$ cat src/dps_pkg.sv
// constants and decode helpers for the path-select register bank
// assumes page-zero byte addressing from the serial control port decoder
package dps_pkg;

    // ----------------------------------------
    // register map
    // ----------------------------------------
    localparam int ADDR_W = 8;
    localparam int DATA_W = 8;
    localparam logic [7:0] OFS_RSVD_FIRST = 8'h37;
    localparam logic [7:0] OFS_RSVD_LAST = 8'h3B;
    localparam int RSVD_COUNT = 5;
    localparam logic [7:0] OFS_PLAY_SEL = 8'h3C;
    localparam logic [7:0] OFS_REC_SEL = 8'h3D;
    localparam logic [7:0] OFS_MODE = 8'h3E;
    localparam logic [7:0] UNMAPPED_DATA = 8'h00;

    // ----------------------------------------
    // reset values
    // ----------------------------------------
    localparam logic [7:0] RST_PLAY_SEL = 8'h01;
    localparam logic [7:0] RST_REC_SEL = 8'h04;
    localparam logic [7:0] RST_MODE = 8'h00;
    localparam logic [7:0] RST_RSVD = 8'h00;

    // ----------------------------------------
    // fields
    // ----------------------------------------
    localparam int SEL_MSB = 4;
    localparam int SEL_W = 5;
    localparam int REC_AUX_A = 6;
    localparam int REC_AUX_B = 5;
    localparam int REC_KEEP_PC = 4;
    localparam int PLAY_AUX_A = 2;
    localparam int PLAY_AUX_B = 1;
    localparam int PLAY_KEEP_PC = 0;

    // ----------------------------------------
    // path select codes
    // ----------------------------------------
    localparam logic [4:0] CODE_DSP = 5'h00;
    localparam logic [4:0] PLAY_LO_A = 5'h04;
    localparam logic [4:0] PLAY_HI_A = 5'h06;
    localparam logic [4:0] PLAY_LO_B = 5'h0C;
    localparam logic [4:0] PLAY_HI_B = 5'h10;
    localparam logic [4:0] PLAY_ONE = 5'h14;
    localparam logic [4:0] REC_LO_A = 5'h04;
    localparam logic [4:0] REC_HI_A = 5'h06;
    localparam logic [4:0] REC_LO_B = 5'h0A;
    localparam logic [4:0] REC_HI_B = 5'h0C;
    localparam logic [4:0] REC_LO_C = 5'h10;
    localparam logic [4:0] REC_HI_C = 5'h12;

    function automatic logic play_code_ok(input logic [4:0] c);
        return (c >= PLAY_LO_A && c <= PLAY_HI_A) ||
            (c >= PLAY_LO_B && c <= PLAY_HI_B) || (c == PLAY_ONE);
    endfunction

    function automatic logic rec_code_ok(input logic [4:0] c);
        return (c >= REC_LO_A && c <= REC_HI_A) ||
            (c >= REC_LO_B && c <= REC_HI_B) || (c >= REC_LO_C && c <= REC_HI_C);
    endfunction

endpackage

$ cat src/dps_path_if.sv
// decoded processing-path choice for one channel
// assumes one decoder drives it and the top reads it
`timescale 1ns/1ns
`default_nettype none
interface dps_path_if;
    logic use_dsp;
    logic [4:0] chain;
    logic chain_ok;
    modport src (output use_dsp, output chain, output chain_ok);
    modport dst (input use_dsp, input chain, input chain_ok);
endinterface
`default_nettype wire

$ cat src/dps_frame_ctrl.sv
// instruction counter of one engine with per-frame restart
// assumes frame_start and step are one-cycle pulses on clk
`timescale 1ns/1ns
`default_nettype none
module dps_frame_ctrl #(
    parameter int PC_W = 10
) (
    // clock and reset
    input wire logic clk,
    input wire logic srst,
    // engine events
    input wire logic frame_start,
    input wire logic step,
    input wire logic keep_pc,
    // counter
    output logic [PC_W-1:0] pc
);

    logic [PC_W-1:0] pc_q;
    logic [PC_W-1:0] pc_d;

    // ----------------------------------------
    // next count
    // ----------------------------------------
    // frame restart beats a step landing in the same cycle
    wire logic restart = frame_start && !keep_pc;
    assign pc_d = restart ? '0 : (step ? pc_q + 1'b1 : pc_q);

    always_ff @(posedge clk) begin
        if (srst) begin
            pc_q <= '0;
        end else begin
            pc_q <= pc_d;
        end
    end

    assign pc = pc_q;

endmodule // dps_frame_ctrl
`default_nettype wire

$ cat src/dps_path_decode.sv
// turns a path select byte into engine / fixed chain choice
// assumes sel_byte comes from a register on the same clock
`timescale 1ns/1ns
`default_nettype none
module dps_path_decode
    import dps_pkg::*;
#(
    parameter bit IS_RECORD = 1'b0
) (
    // clock and reset
    input wire logic clk,
    input wire logic srst,
    // select byte
    input wire logic [7:0] sel_byte,
    // decoded choice
    dps_path_if.src path
);

    // ----------------------------------------
    // decode
    // ----------------------------------------
    wire logic [4:0] code = sel_byte[SEL_MSB:0];
    wire logic [4:0] rst_code = IS_RECORD ? RST_REC_SEL[SEL_MSB:0] : RST_PLAY_SEL[SEL_MSB:0];
    wire logic code_ok = IS_RECORD ? rec_code_ok(code) : play_code_ok(code);
    wire logic rst_ok = IS_RECORD ? rec_code_ok(rst_code) : play_code_ok(rst_code);

    // reserved codes select nothing: engine off and no valid chain
    always_ff @(posedge clk) begin
        if (srst) begin
            path.use_dsp <= 1'b0;
            path.chain <= rst_code;
            path.chain_ok <= rst_ok;
        end else begin
            path.use_dsp <= (code == CODE_DSP);
            path.chain <= code;
            path.chain_ok <= code_ok;
        end
    end

endmodule // dps_path_decode
`default_nettype wire

$ cat src/dps_regs.sv
// path-select and engine mode register bank, page zero 0x37..0x3E
// assumes a serial control port decoder giving byte writes and reads
// on clk, and engine frame / step pulses on the same clock
`timescale 1ns/1ns
`default_nettype none

module dps_regs
    import dps_pkg::*;
#(
    parameter int PC_W = 10
) (
    // clock and reset
    input wire logic clk,
    input wire logic srst,
    // register port from the control interface
    input wire logic reg_wr,
    input wire logic reg_rd,
    input wire logic [ADDR_W-1:0] reg_addr,
    input wire logic [DATA_W-1:0] reg_wdata,
    output logic [DATA_W-1:0] reg_rdata,
    // playback engine side
    input wire logic play_frame_start,
    input wire logic play_step,
    output logic play_use_dsp,
    output logic [4:0] play_chain,
    output logic play_chain_valid,
    output logic play_cond_a,
    output logic play_cond_b,
    output logic [PC_W-1:0] play_pc,
    // record engine side
    input wire logic rec_frame_start,
    input wire logic rec_step,
    output logic rec_use_dsp,
    output logic [4:0] rec_chain,
    output logic rec_chain_valid,
    output logic rec_cond_a,
    output logic rec_cond_b,
    output logic [PC_W-1:0] rec_pc
);

    // ----------------------------------------
    // storage
    // ----------------------------------------
    logic [7:0] play_sel_q;
    logic [7:0] rec_sel_q;
    logic [7:0] mode_q;
    logic [7:0] rsvd_q [RSVD_COUNT];
    logic [7:0] rdata_q;
    logic [7:0] rdata_d;

    // ----------------------------------------
    // address decode
    // ----------------------------------------
    wire logic hit_play = (reg_addr == OFS_PLAY_SEL);
    wire logic hit_rec = (reg_addr == OFS_REC_SEL);
    wire logic hit_mode = (reg_addr == OFS_MODE);
    wire logic hit_rsvd = (reg_addr >= OFS_RSVD_FIRST) && (reg_addr <= OFS_RSVD_LAST);
    wire logic [ADDR_W-1:0] rsvd_ofs = reg_addr - OFS_RSVD_FIRST;
    wire logic [2:0] rsvd_idx = rsvd_ofs[2:0];
    wire logic wr_play = reg_wr && hit_play;
    wire logic wr_rec = reg_wr && hit_rec;
    wire logic wr_mode = reg_wr && hit_mode;
    wire logic wr_rsvd = reg_wr && hit_rsvd;

    // ----------------------------------------
    // writable registers
    // ----------------------------------------
    // all eight bits are kept, including the bits the host must
    // hold at zero, so readback shows exactly what was written
    always_ff @(posedge clk) begin
        if (srst) begin
            play_sel_q <= RST_PLAY_SEL;
            rec_sel_q <= RST_REC_SEL;
            mode_q <= RST_MODE;
        end else begin
            if (wr_play) begin
                play_sel_q <= reg_wdata;
            end
            if (wr_rec) begin
                rec_sel_q <= reg_wdata;
            end
            if (wr_mode) begin
                mode_q <= reg_wdata;
            end
        end
    end

    // reserved locations behave as plain storage; the host is not
    // meant to touch them, so nothing downstream reads them
    always_ff @(posedge clk) begin
        if (srst) begin
            for (int i = 0; i < RSVD_COUNT; i++) begin
                rsvd_q[i] <= RST_RSVD;
            end
        end else if (wr_rsvd) begin
            rsvd_q[rsvd_idx] <= reg_wdata;
        end
    end

    // ----------------------------------------
    // readback
    // ----------------------------------------
    assign rdata_d = hit_play ? play_sel_q :
        hit_rec ? rec_sel_q :
        hit_mode ? mode_q :
        hit_rsvd ? rsvd_q[rsvd_idx] : UNMAPPED_DATA;

    // data holds between reads
    always_ff @(posedge clk) begin
        if (srst) begin
            rdata_q <= UNMAPPED_DATA;
        end else if (reg_rd) begin
            rdata_q <= rdata_d;
        end
    end

    assign reg_rdata = rdata_q;

    // ----------------------------------------
    // path decode
    // ----------------------------------------
    dps_path_if play_path ();
    dps_path_if rec_path ();

    dps_path_decode #(
        .IS_RECORD(1'b0)
    ) u_play_dec (
        .clk(clk),
        .srst(srst),
        .sel_byte(play_sel_q),
        .path(play_path.src)
    );

    dps_path_decode #(
        .IS_RECORD(1'b1)
    ) u_rec_dec (
        .clk(clk),
        .srst(srst),
        .sel_byte(rec_sel_q),
        .path(rec_path.src)
    );

    assign play_use_dsp = play_path.use_dsp;
    assign play_chain = play_path.chain;
    assign play_chain_valid = play_path.chain_ok;
    assign rec_use_dsp = rec_path.use_dsp;
    assign rec_chain = rec_path.chain;
    assign rec_chain_valid = rec_path.chain_ok;

    // ----------------------------------------
    // engine conditions
    // ----------------------------------------
    assign rec_cond_a = mode_q[REC_AUX_A];
    assign rec_cond_b = mode_q[REC_AUX_B];
    assign play_cond_a = mode_q[PLAY_AUX_A];
    assign play_cond_b = mode_q[PLAY_AUX_B];

    // ----------------------------------------
    // instruction counters
    // ----------------------------------------
    dps_frame_ctrl #(
        .PC_W(PC_W)
    ) u_play_pc (
        .clk(clk),
        .srst(srst),
        .frame_start(play_frame_start),
        .step(play_step),
        .keep_pc(mode_q[PLAY_KEEP_PC]),
        .pc(play_pc)
    );

    dps_frame_ctrl #(
        .PC_W(PC_W)
    ) u_rec_pc (
        .clk(clk),
        .srst(srst),
        .frame_start(rec_frame_start),
        .step(rec_step),
        .keep_pc(mode_q[REC_KEEP_PC]),
        .pc(rec_pc)
    );
endmodule // dps_regs
`default_nettype wire

$ cat config.mk
export PLATFORM = sky130hd
export DESIGN_NAME = dps_regs
export DESIGN_NICKNAME = d
export VERILOG_FILES = /design/src/dps_pkg.sv /design/src/dps_path_if.sv /design/src/dps_frame_ctrl.sv /design/src/dps_path_decode.sv /design/src/dps_regs.sv
export SDC_FILE = /design/constraint.sdc
export NUM_CORES = 1
export LEC_CHECK = 0
export ABC_CLOCK_PERIOD_IN_PS = 4100
export BUFFER_PORTS_ARGS = -buffer_cell sky130_fd_sc_hd__buf_2
export CORE_MARGIN = 1
export CORE_UTILIZATION = 48
export DETAILED_ROUTE_END_ITERATION = 7
export PLACE_DENSITY = 0.68
export SLEW_MARGIN = 20
export SYNTH_ARGS = -nofsm -noshare
export SYNTH_HDL_FRONTEND = slang
export SYNTH_SLANG_ARGS = --single-unit
$ cat constraint.sdc
create_clock -name clk -period 4.1 [get_ports clk]
set_clock_uncertainty 0.15 [all_clocks]
set_input_delay 0.82 -clock clk [delete_from_list [all_inputs] [get_ports clk]]
set_output_delay 0.82 -clock clk [all_outputs]
set_load 0.02 [all_outputs]
Yosys cells after proc, flatten, opt, wreduce, memory -nomap -nowiden
Memory sizes are Yosys's and may differ from the RTL's.
Cells that the tools add are included.

cells by class
  add/subtract/negate cells = 3
  multiplexer cells = 12
  order comparisons = 12
  eq/ne operators = 4
  reductions and logical operators = 23

operator list
  kind                                                                                  number
  8-bit two-way mux                                                                     5
  8-bit by 6-bit == test with 1-bit output (second input constant)                      3
  10-bit by 1-bit adder with 10-bit output (second input constant)                      2
  1-bit logical AND                                                                     12
  5-bit by 3-bit greater-or-equal comparator with 1-bit output (second input constant)  2
  5-bit by 4-bit greater-or-equal comparator with 1-bit output (second input constant)  2
  5-bit by 3-bit less-or-equal comparator with 1-bit output (second input constant)     2
  5-bit less-or-equal comparator (second input constant)                                2
  5-bit zero test                                                                       2
  8-bit by 6-bit greater-or-equal comparator with 1-bit output (second input constant)  1
  8-bit by 6-bit less-or-equal comparator with 1-bit output (second input constant)     1
  8-bit OR reduction                                                                    1
  1-bit two-way mux                                                                     6
  5-bit == test (second input constant)                                                 1
  5-bit greater-or-equal comparator (second input constant)                             1
  5-bit by 4-bit less-or-equal comparator with 1-bit output (second input constant)     1
  1-bit logical OR                                                                      4
  2-bit OR reduction                                                                    2
  3-bit two-way mux                                                                     1
  3-bit subtractor (second input constant)                                              1
  1-bit zero test                                                                       2

storage, ports and cells
  register bits = 66
  bits of input ports = 24
  output and inout bits = 46
  memories kept = 1
  logic and storage cells = 67
  RAM bits = 40

memory list
  memory  words  bits a word  read ports  clocked after memory_dff  wr ports  line            text
  rsvd_q  5      8            1           0                         5         dps_regs.sv:47  logic [7:0] rsvd_q [RSVD_COUNT];

Logic depth before layout (Yosys ltp)
  word-level depth = 8
  gate-level depth with buffers = 8
  depth with buffers taken out = 6

Modules after synthesis
Synthesis repeated with hierarchy kept, for this count alone.

second synthesis, totals
  cell total of the unflattened synthesis = 434
  area total of the unflattened synthesis = 5587.9 µm²

by module, submodules not included
  module                        times used  cells an instance  area each (µm²)
  dps_regs                      1           293                4201.5
  dps_frame_ctrl                2           51                 464.2
  dps_path_decode (u_rec_dec)   1           20                 240.2
  dps_path_decode (u_play_dec)  1           19                 217.7

Least setup slack after synthesis
OpenSTA, ideal clock, no wires.

  path kind = input to register
  from = input port reg_addr[0]
  to = memory rsvd_q[2][0] (enable)
  cell stages on the path = 6
  library setup time = 384 ps
  path buffers = 2
  slack = 1283 ps
  arrival = 2283 ps
  data required time = 3566 ps
  path through = buf_6 inv_1 ha_1 buf_2 o21ai_0 o21ai_0

RTL lines
  element      line            text
  from (decl)  dps_regs.sv:18  input wire logic [ADDR_W-1:0] reg_addr,
  to (decl)    dps_regs.sv:47

Final worst setup path
  from = input port reg_addr[0]
  to = register rdata_q[5] (netlist: reg_rdata[5])

between the ends
  word-level cells in the longest chain between the ends = 6
  elaborated cells on any way between the ends = 12
  those cells by class = 1 x add/sub; 2 x order compare; 3 x eq/ne; 4 x mux; 1 x reduce/logical; 1 x memory

RTL lines
  element                                                       line             text
  3-bit subtractor, or another cell as far along                dps_regs.sv:58   wire logic [ADDR_W-1:0] rsvd_ofs = reg_addr - OFS_RSVD_FIRST;
  memory 5 x 8 bit / 1-bit logical AND (equally long branches)  -
  8-bit two-way mux                                             dps_regs.sv:106  hit_rsvd ? rsvd_q[rsvd_idx] : UNMAPPED_DATA;
  8-bit two-way mux                                             dps_regs.sv:105  hit_mode ? mode_q :
  8-bit two-way mux                                             dps_regs.sv:104  hit_rec ? rec_sel_q :
  8-bit two-way mux *                                           dps_regs.sv:103  assign rdata_d = hit_play ? play_sel_q :
  to (signal assigned)                                          dps_regs.sv:113  rdata_q <= rdata_d;
  to (decl)                                                     dps_regs.sv:48   logic [7:0] rdata_q;

Every way passes the cells marked *; elsewhere a longest branch is shown, timed or not.
A chain may end at the register's enable or synchronous reset.

==> impl_metrics.json <==
{
  "status": "completed",
  "cp.arrival_ps": 3060,
  "synth_area_leaders": "edfxtp_1, dfxtp_1, mux4_1",
  "whs_path_depth": 2,
  "numCtsBuffers": 17,
  "syn_inst": 431,
  "clockRootBuffer": "clkbuf_16",
  "critPathTopFamily": "compound AO/OA/AOI/OAI gates",
  "io_buffers": 69,
  "drv_slew": 0,
  "pwr-share-comb_pct": 4.9,
  "start_kind": "primary input",
  "fp.dieH_um": 110,
  "cpPeakStageDelay_ps": 600,
  "switching_share_pct": 21.4,
  "drcViolationCount": 0,
  "numClockSinks": 130,
  "synthArstFlopShare_pct": 0,
  "setup_viol": 0,
  "ctsResizeCount": 0,
  "start_util_pct": 50.2,
  "setup_tns_ps": 0,
  "drt_iter0_markers": 256,
  "die_area_mm2": 0.0120,
  "grt_pass1_vias": 3592,
  "end_kind": "flip-flop",
  "avgRoutedWirePerCell_um": 20.7,
  "hold_class": "reg -> reg",
  "avgSynthCellArea_um2": 12.9,
  "synth.yosys.seq_area_share_pct": 58.3,
  "hold_viol": 0,
  "via_per_inst": 5.80,
  "r2r_cells": 3,
  "crit_required_ps": 4310,
  "firstDrtPassIters": 5,
  "clk_latency_ps": 420,
  "antenna_found_initial": 0,
  "cts_buffer_depth": 2,
  "seqPwrFrac_pct": 47.6,
  "core_area_mm2": 0.0111,
  "cp_cell_sequence": "buf_2 > inv_1 > ha_1 > nand3b_1 > a211oi_2 > a22o_1 > a221o_1",
  "post_cts_buffers": 0,
  "dp_cells": 630,
  "synth_ff_type": "dfxtp_1",
  "yosys_register_bits": 130,
  "grt_max_degree": 41,
  "worstSetupPathType": "in -> reg",
  "grt_pass1_wl_um": 20700,
  "gp_congestion": 0.897,
  "worst-path-buf-inv": 2,
  "r2r_start": "rsvd_q[4][5]",
  "vias": 3838,
  "timing.rr.end": "reg_rdata[5]",
  "fin_crit_ps": 2860,
  "fin_area_mm2": 0.00659,
  "dp_hpwl_um": 9420,
  "power_switching_mw": 0.628,
  "area_growth_pct": 18.5,
  "antennaDiodeCount": 0,
  "synth_nets": 461,
  "drive_gt1_share_pct": 23.2,
  "ant_nets": 0,
  "leakage_nw": 2.75,
  "num_rows": 38,
  "ys_types": 49,
  "p_per_area_mw_per_mm2": 446,
  "synth-warning-count": 0,
  "tightest_slew_ps": 1120,
  "ir_drop_v": 0.000276,
  "die_w_um": 110,
  "r2r_slack_ps": 2420,
  "grt_usage_pct": 24.8,
  "pwr-share-clk_pct": 47.4,
  "cp_slowest_cell": "ha_1",
  "synth_area_mm2": 0.00556,
  "fmax_mhz": 350,
  "clk_pin_slew_ps": 50,
  "pin_count": 70,
  "maxSlewHeadroom_pct": 24.8,
  "internal_power_mw": 2.31,
  "cp_max_fo": 20,
  "placed_area_mm2": 0.00604,
  "grt_remaining_overflow": 0,
  "rsz0062_at_grt": "false",
  "routed_wl_um": 13700,
  "synth_enable_flop_cells": 64,
  "final_cell_count_no_fill": 662,
  "synth_top_area_share_pct": 34.5,
  "yosysTopAreaCell": "edfxtp_1",
  "max_cap_violations": 0,
  "hold_end": "play_sel_q[6]",
  "htree_num_levels": 4,
  "holdBufCountCts": 0,
  "fin_nets": 539,
  "fin_crit_sh_pct": 69.7,
  "cts_tree": "yes",
  "hp-start": "play_sel_q[6]"
}
==> layout by cell type, fill, tap and decap left out, types with 8 or more instances in the layout <==
cell type  netlist  layout
buf_2            4      69
and2_1          41      41
edfxtp_1        64      64
clkbuf_16        0      18
mux2i_1         26      26
a221o_1          8       8
nor2b_1         10      10
dfxtp_1         66      66
nand2b_1         9       9
nand2_1         16      16
nor2_1          50      50
xor2_1          13      13
mux4_1          13      13
==> cell usage after synthesis (2+ instances only) <==
cell type,count
dfxtp_1,66
edfxtp_1,64
nor2_1,50
and2_1,41
mux2i_1,26
nand2_1,16
mux4_1,13
xor2_1,13
nor2b_1,10
nand2b_1,9
a221o_1,8
clkbuf_1,8
a21oi_1,7
a22oi_1,7
a32oi_1,7
nand4_1,7
ha_1,6
inv_1,6
o21ai_0,6
nand3_1,5
or2_2,5
buf_2,4
nand4_2,4
nor3_1,4
xnor2_1,4
mux4_2,3
nand3b_1,3
nor3_2,3
and3_1,2
buf_4,2
nor4b_1,2
o21ai_1,2
or3_1,2
==> worst register-to-register path: cells and delay by family, from the launching register on <==
family / cells / cell delay, ps
AO/OA/AOI/OAI: 2 / 500
flip-flops: 1 / 430
multiplexers: 1 / 480
==> through the flow <==
| stage | worst slack, ps | hold WS [ps] | utilization (%) | power, mW |
|---|---|---|---|---|
| 2_1_floorplan | 1280 | 290 | - | 1.50 |
| 3_3_place_gp | 940 | 320 | 54.6 | 1.56 |
| 3_5_place_dp | 827 | 335 | 54.6 | 1.57 |
| 4_1_cts | 1260 | 348 | 59.5 | 2.95 |
| 5_1_grt | 1100 | 367 | 59.5 | 3.02 |
| 6_report | 1240 | 350 | 59.5 | 2.94 |
==> kinds of logic after synthesis <==
kind of cell	after synthesis	synth area share [%]
AOI/OAI and AO/OA	42	6.03
adders and majority gates	6	1.35
DFF	130	58.3
muxes	42	12.0
xor gates and xnor gates	18	2.97
and+or+nand+nor	171	17.5
buffers and inverters	22	1.84
==> area by class of cell <==
cell class,count,area [um2]
well taps,140,175
inverters,7,26.3
clock buffers,29,532
fillers,859,4490
multi-input cells,279,2220
clock inverters,3,16.3
repair buffers,74,383
flip-flops and latches,130,3240
==> registers in the layout, indices dropped and copies added, names as in the netlist <==
register and cells:
rsvd_q 64, u_play_pc.pc 10, u_rec_pc.pc 10, mode_q 8, play_sel_q 8, rec_sel_q 8, reg_rdata 8, u_play_dec.path.chain 5
u_rec_dec.path.chain 5, u_play_dec.path.chain_ok 1, u_play_dec.path.use_dsp 1, u_rec_dec.path.chain_ok 1, u_rec_dec.path.use_dsp 1
==> layer usage <==
metal,global-route usage (%),part of all wire (%),wire length (um)
met1,33.8,44,6020
met2,36.9,46,6260
met3,6.94,8.0,1090
met4,11.4,2.6,350
met5,0,0,0
==> power groups by stage <==
stage | sequential, mW | clock, mW | combinational, mW
3_3_place_gp | 1.43 | 0 | 0.140
5_1_grt | 1.40 | 1.46 | 0.156
4_1_cts | 1.40 | 1.40 | 0.144
2_1_floorplan | 1.42 | 0 | 0.0864
6_report | 1.40 | 1.39 | 0.145
3_5_place_dp | 1.43 | 0 | 0.143
==> worst max-delay path by stage <==
stage | cells after the start | to | slack (ps) | startpoint
2_1_floorplan | 6 | rsvd_q[2][0] | 1280 | reg_addr[0]
3_3_place_gp | 5 | rsvd_q[4][1] | 940 | reg_addr[0]
3_5_place_dp | 5 | rsvd_q[6][3] | 830 | reg_addr[0]
4_1_cts | 5 | rsvd_q[6][3] | 1260 | reg_addr[0]
5_1_grt | 6 | reg_rdata[5] | 1100 | reg_addr[0]
6_report | 7 | reg_rdata[5] | 1240 | reg_addr[0]
Power figures use the tool's default switching activity.
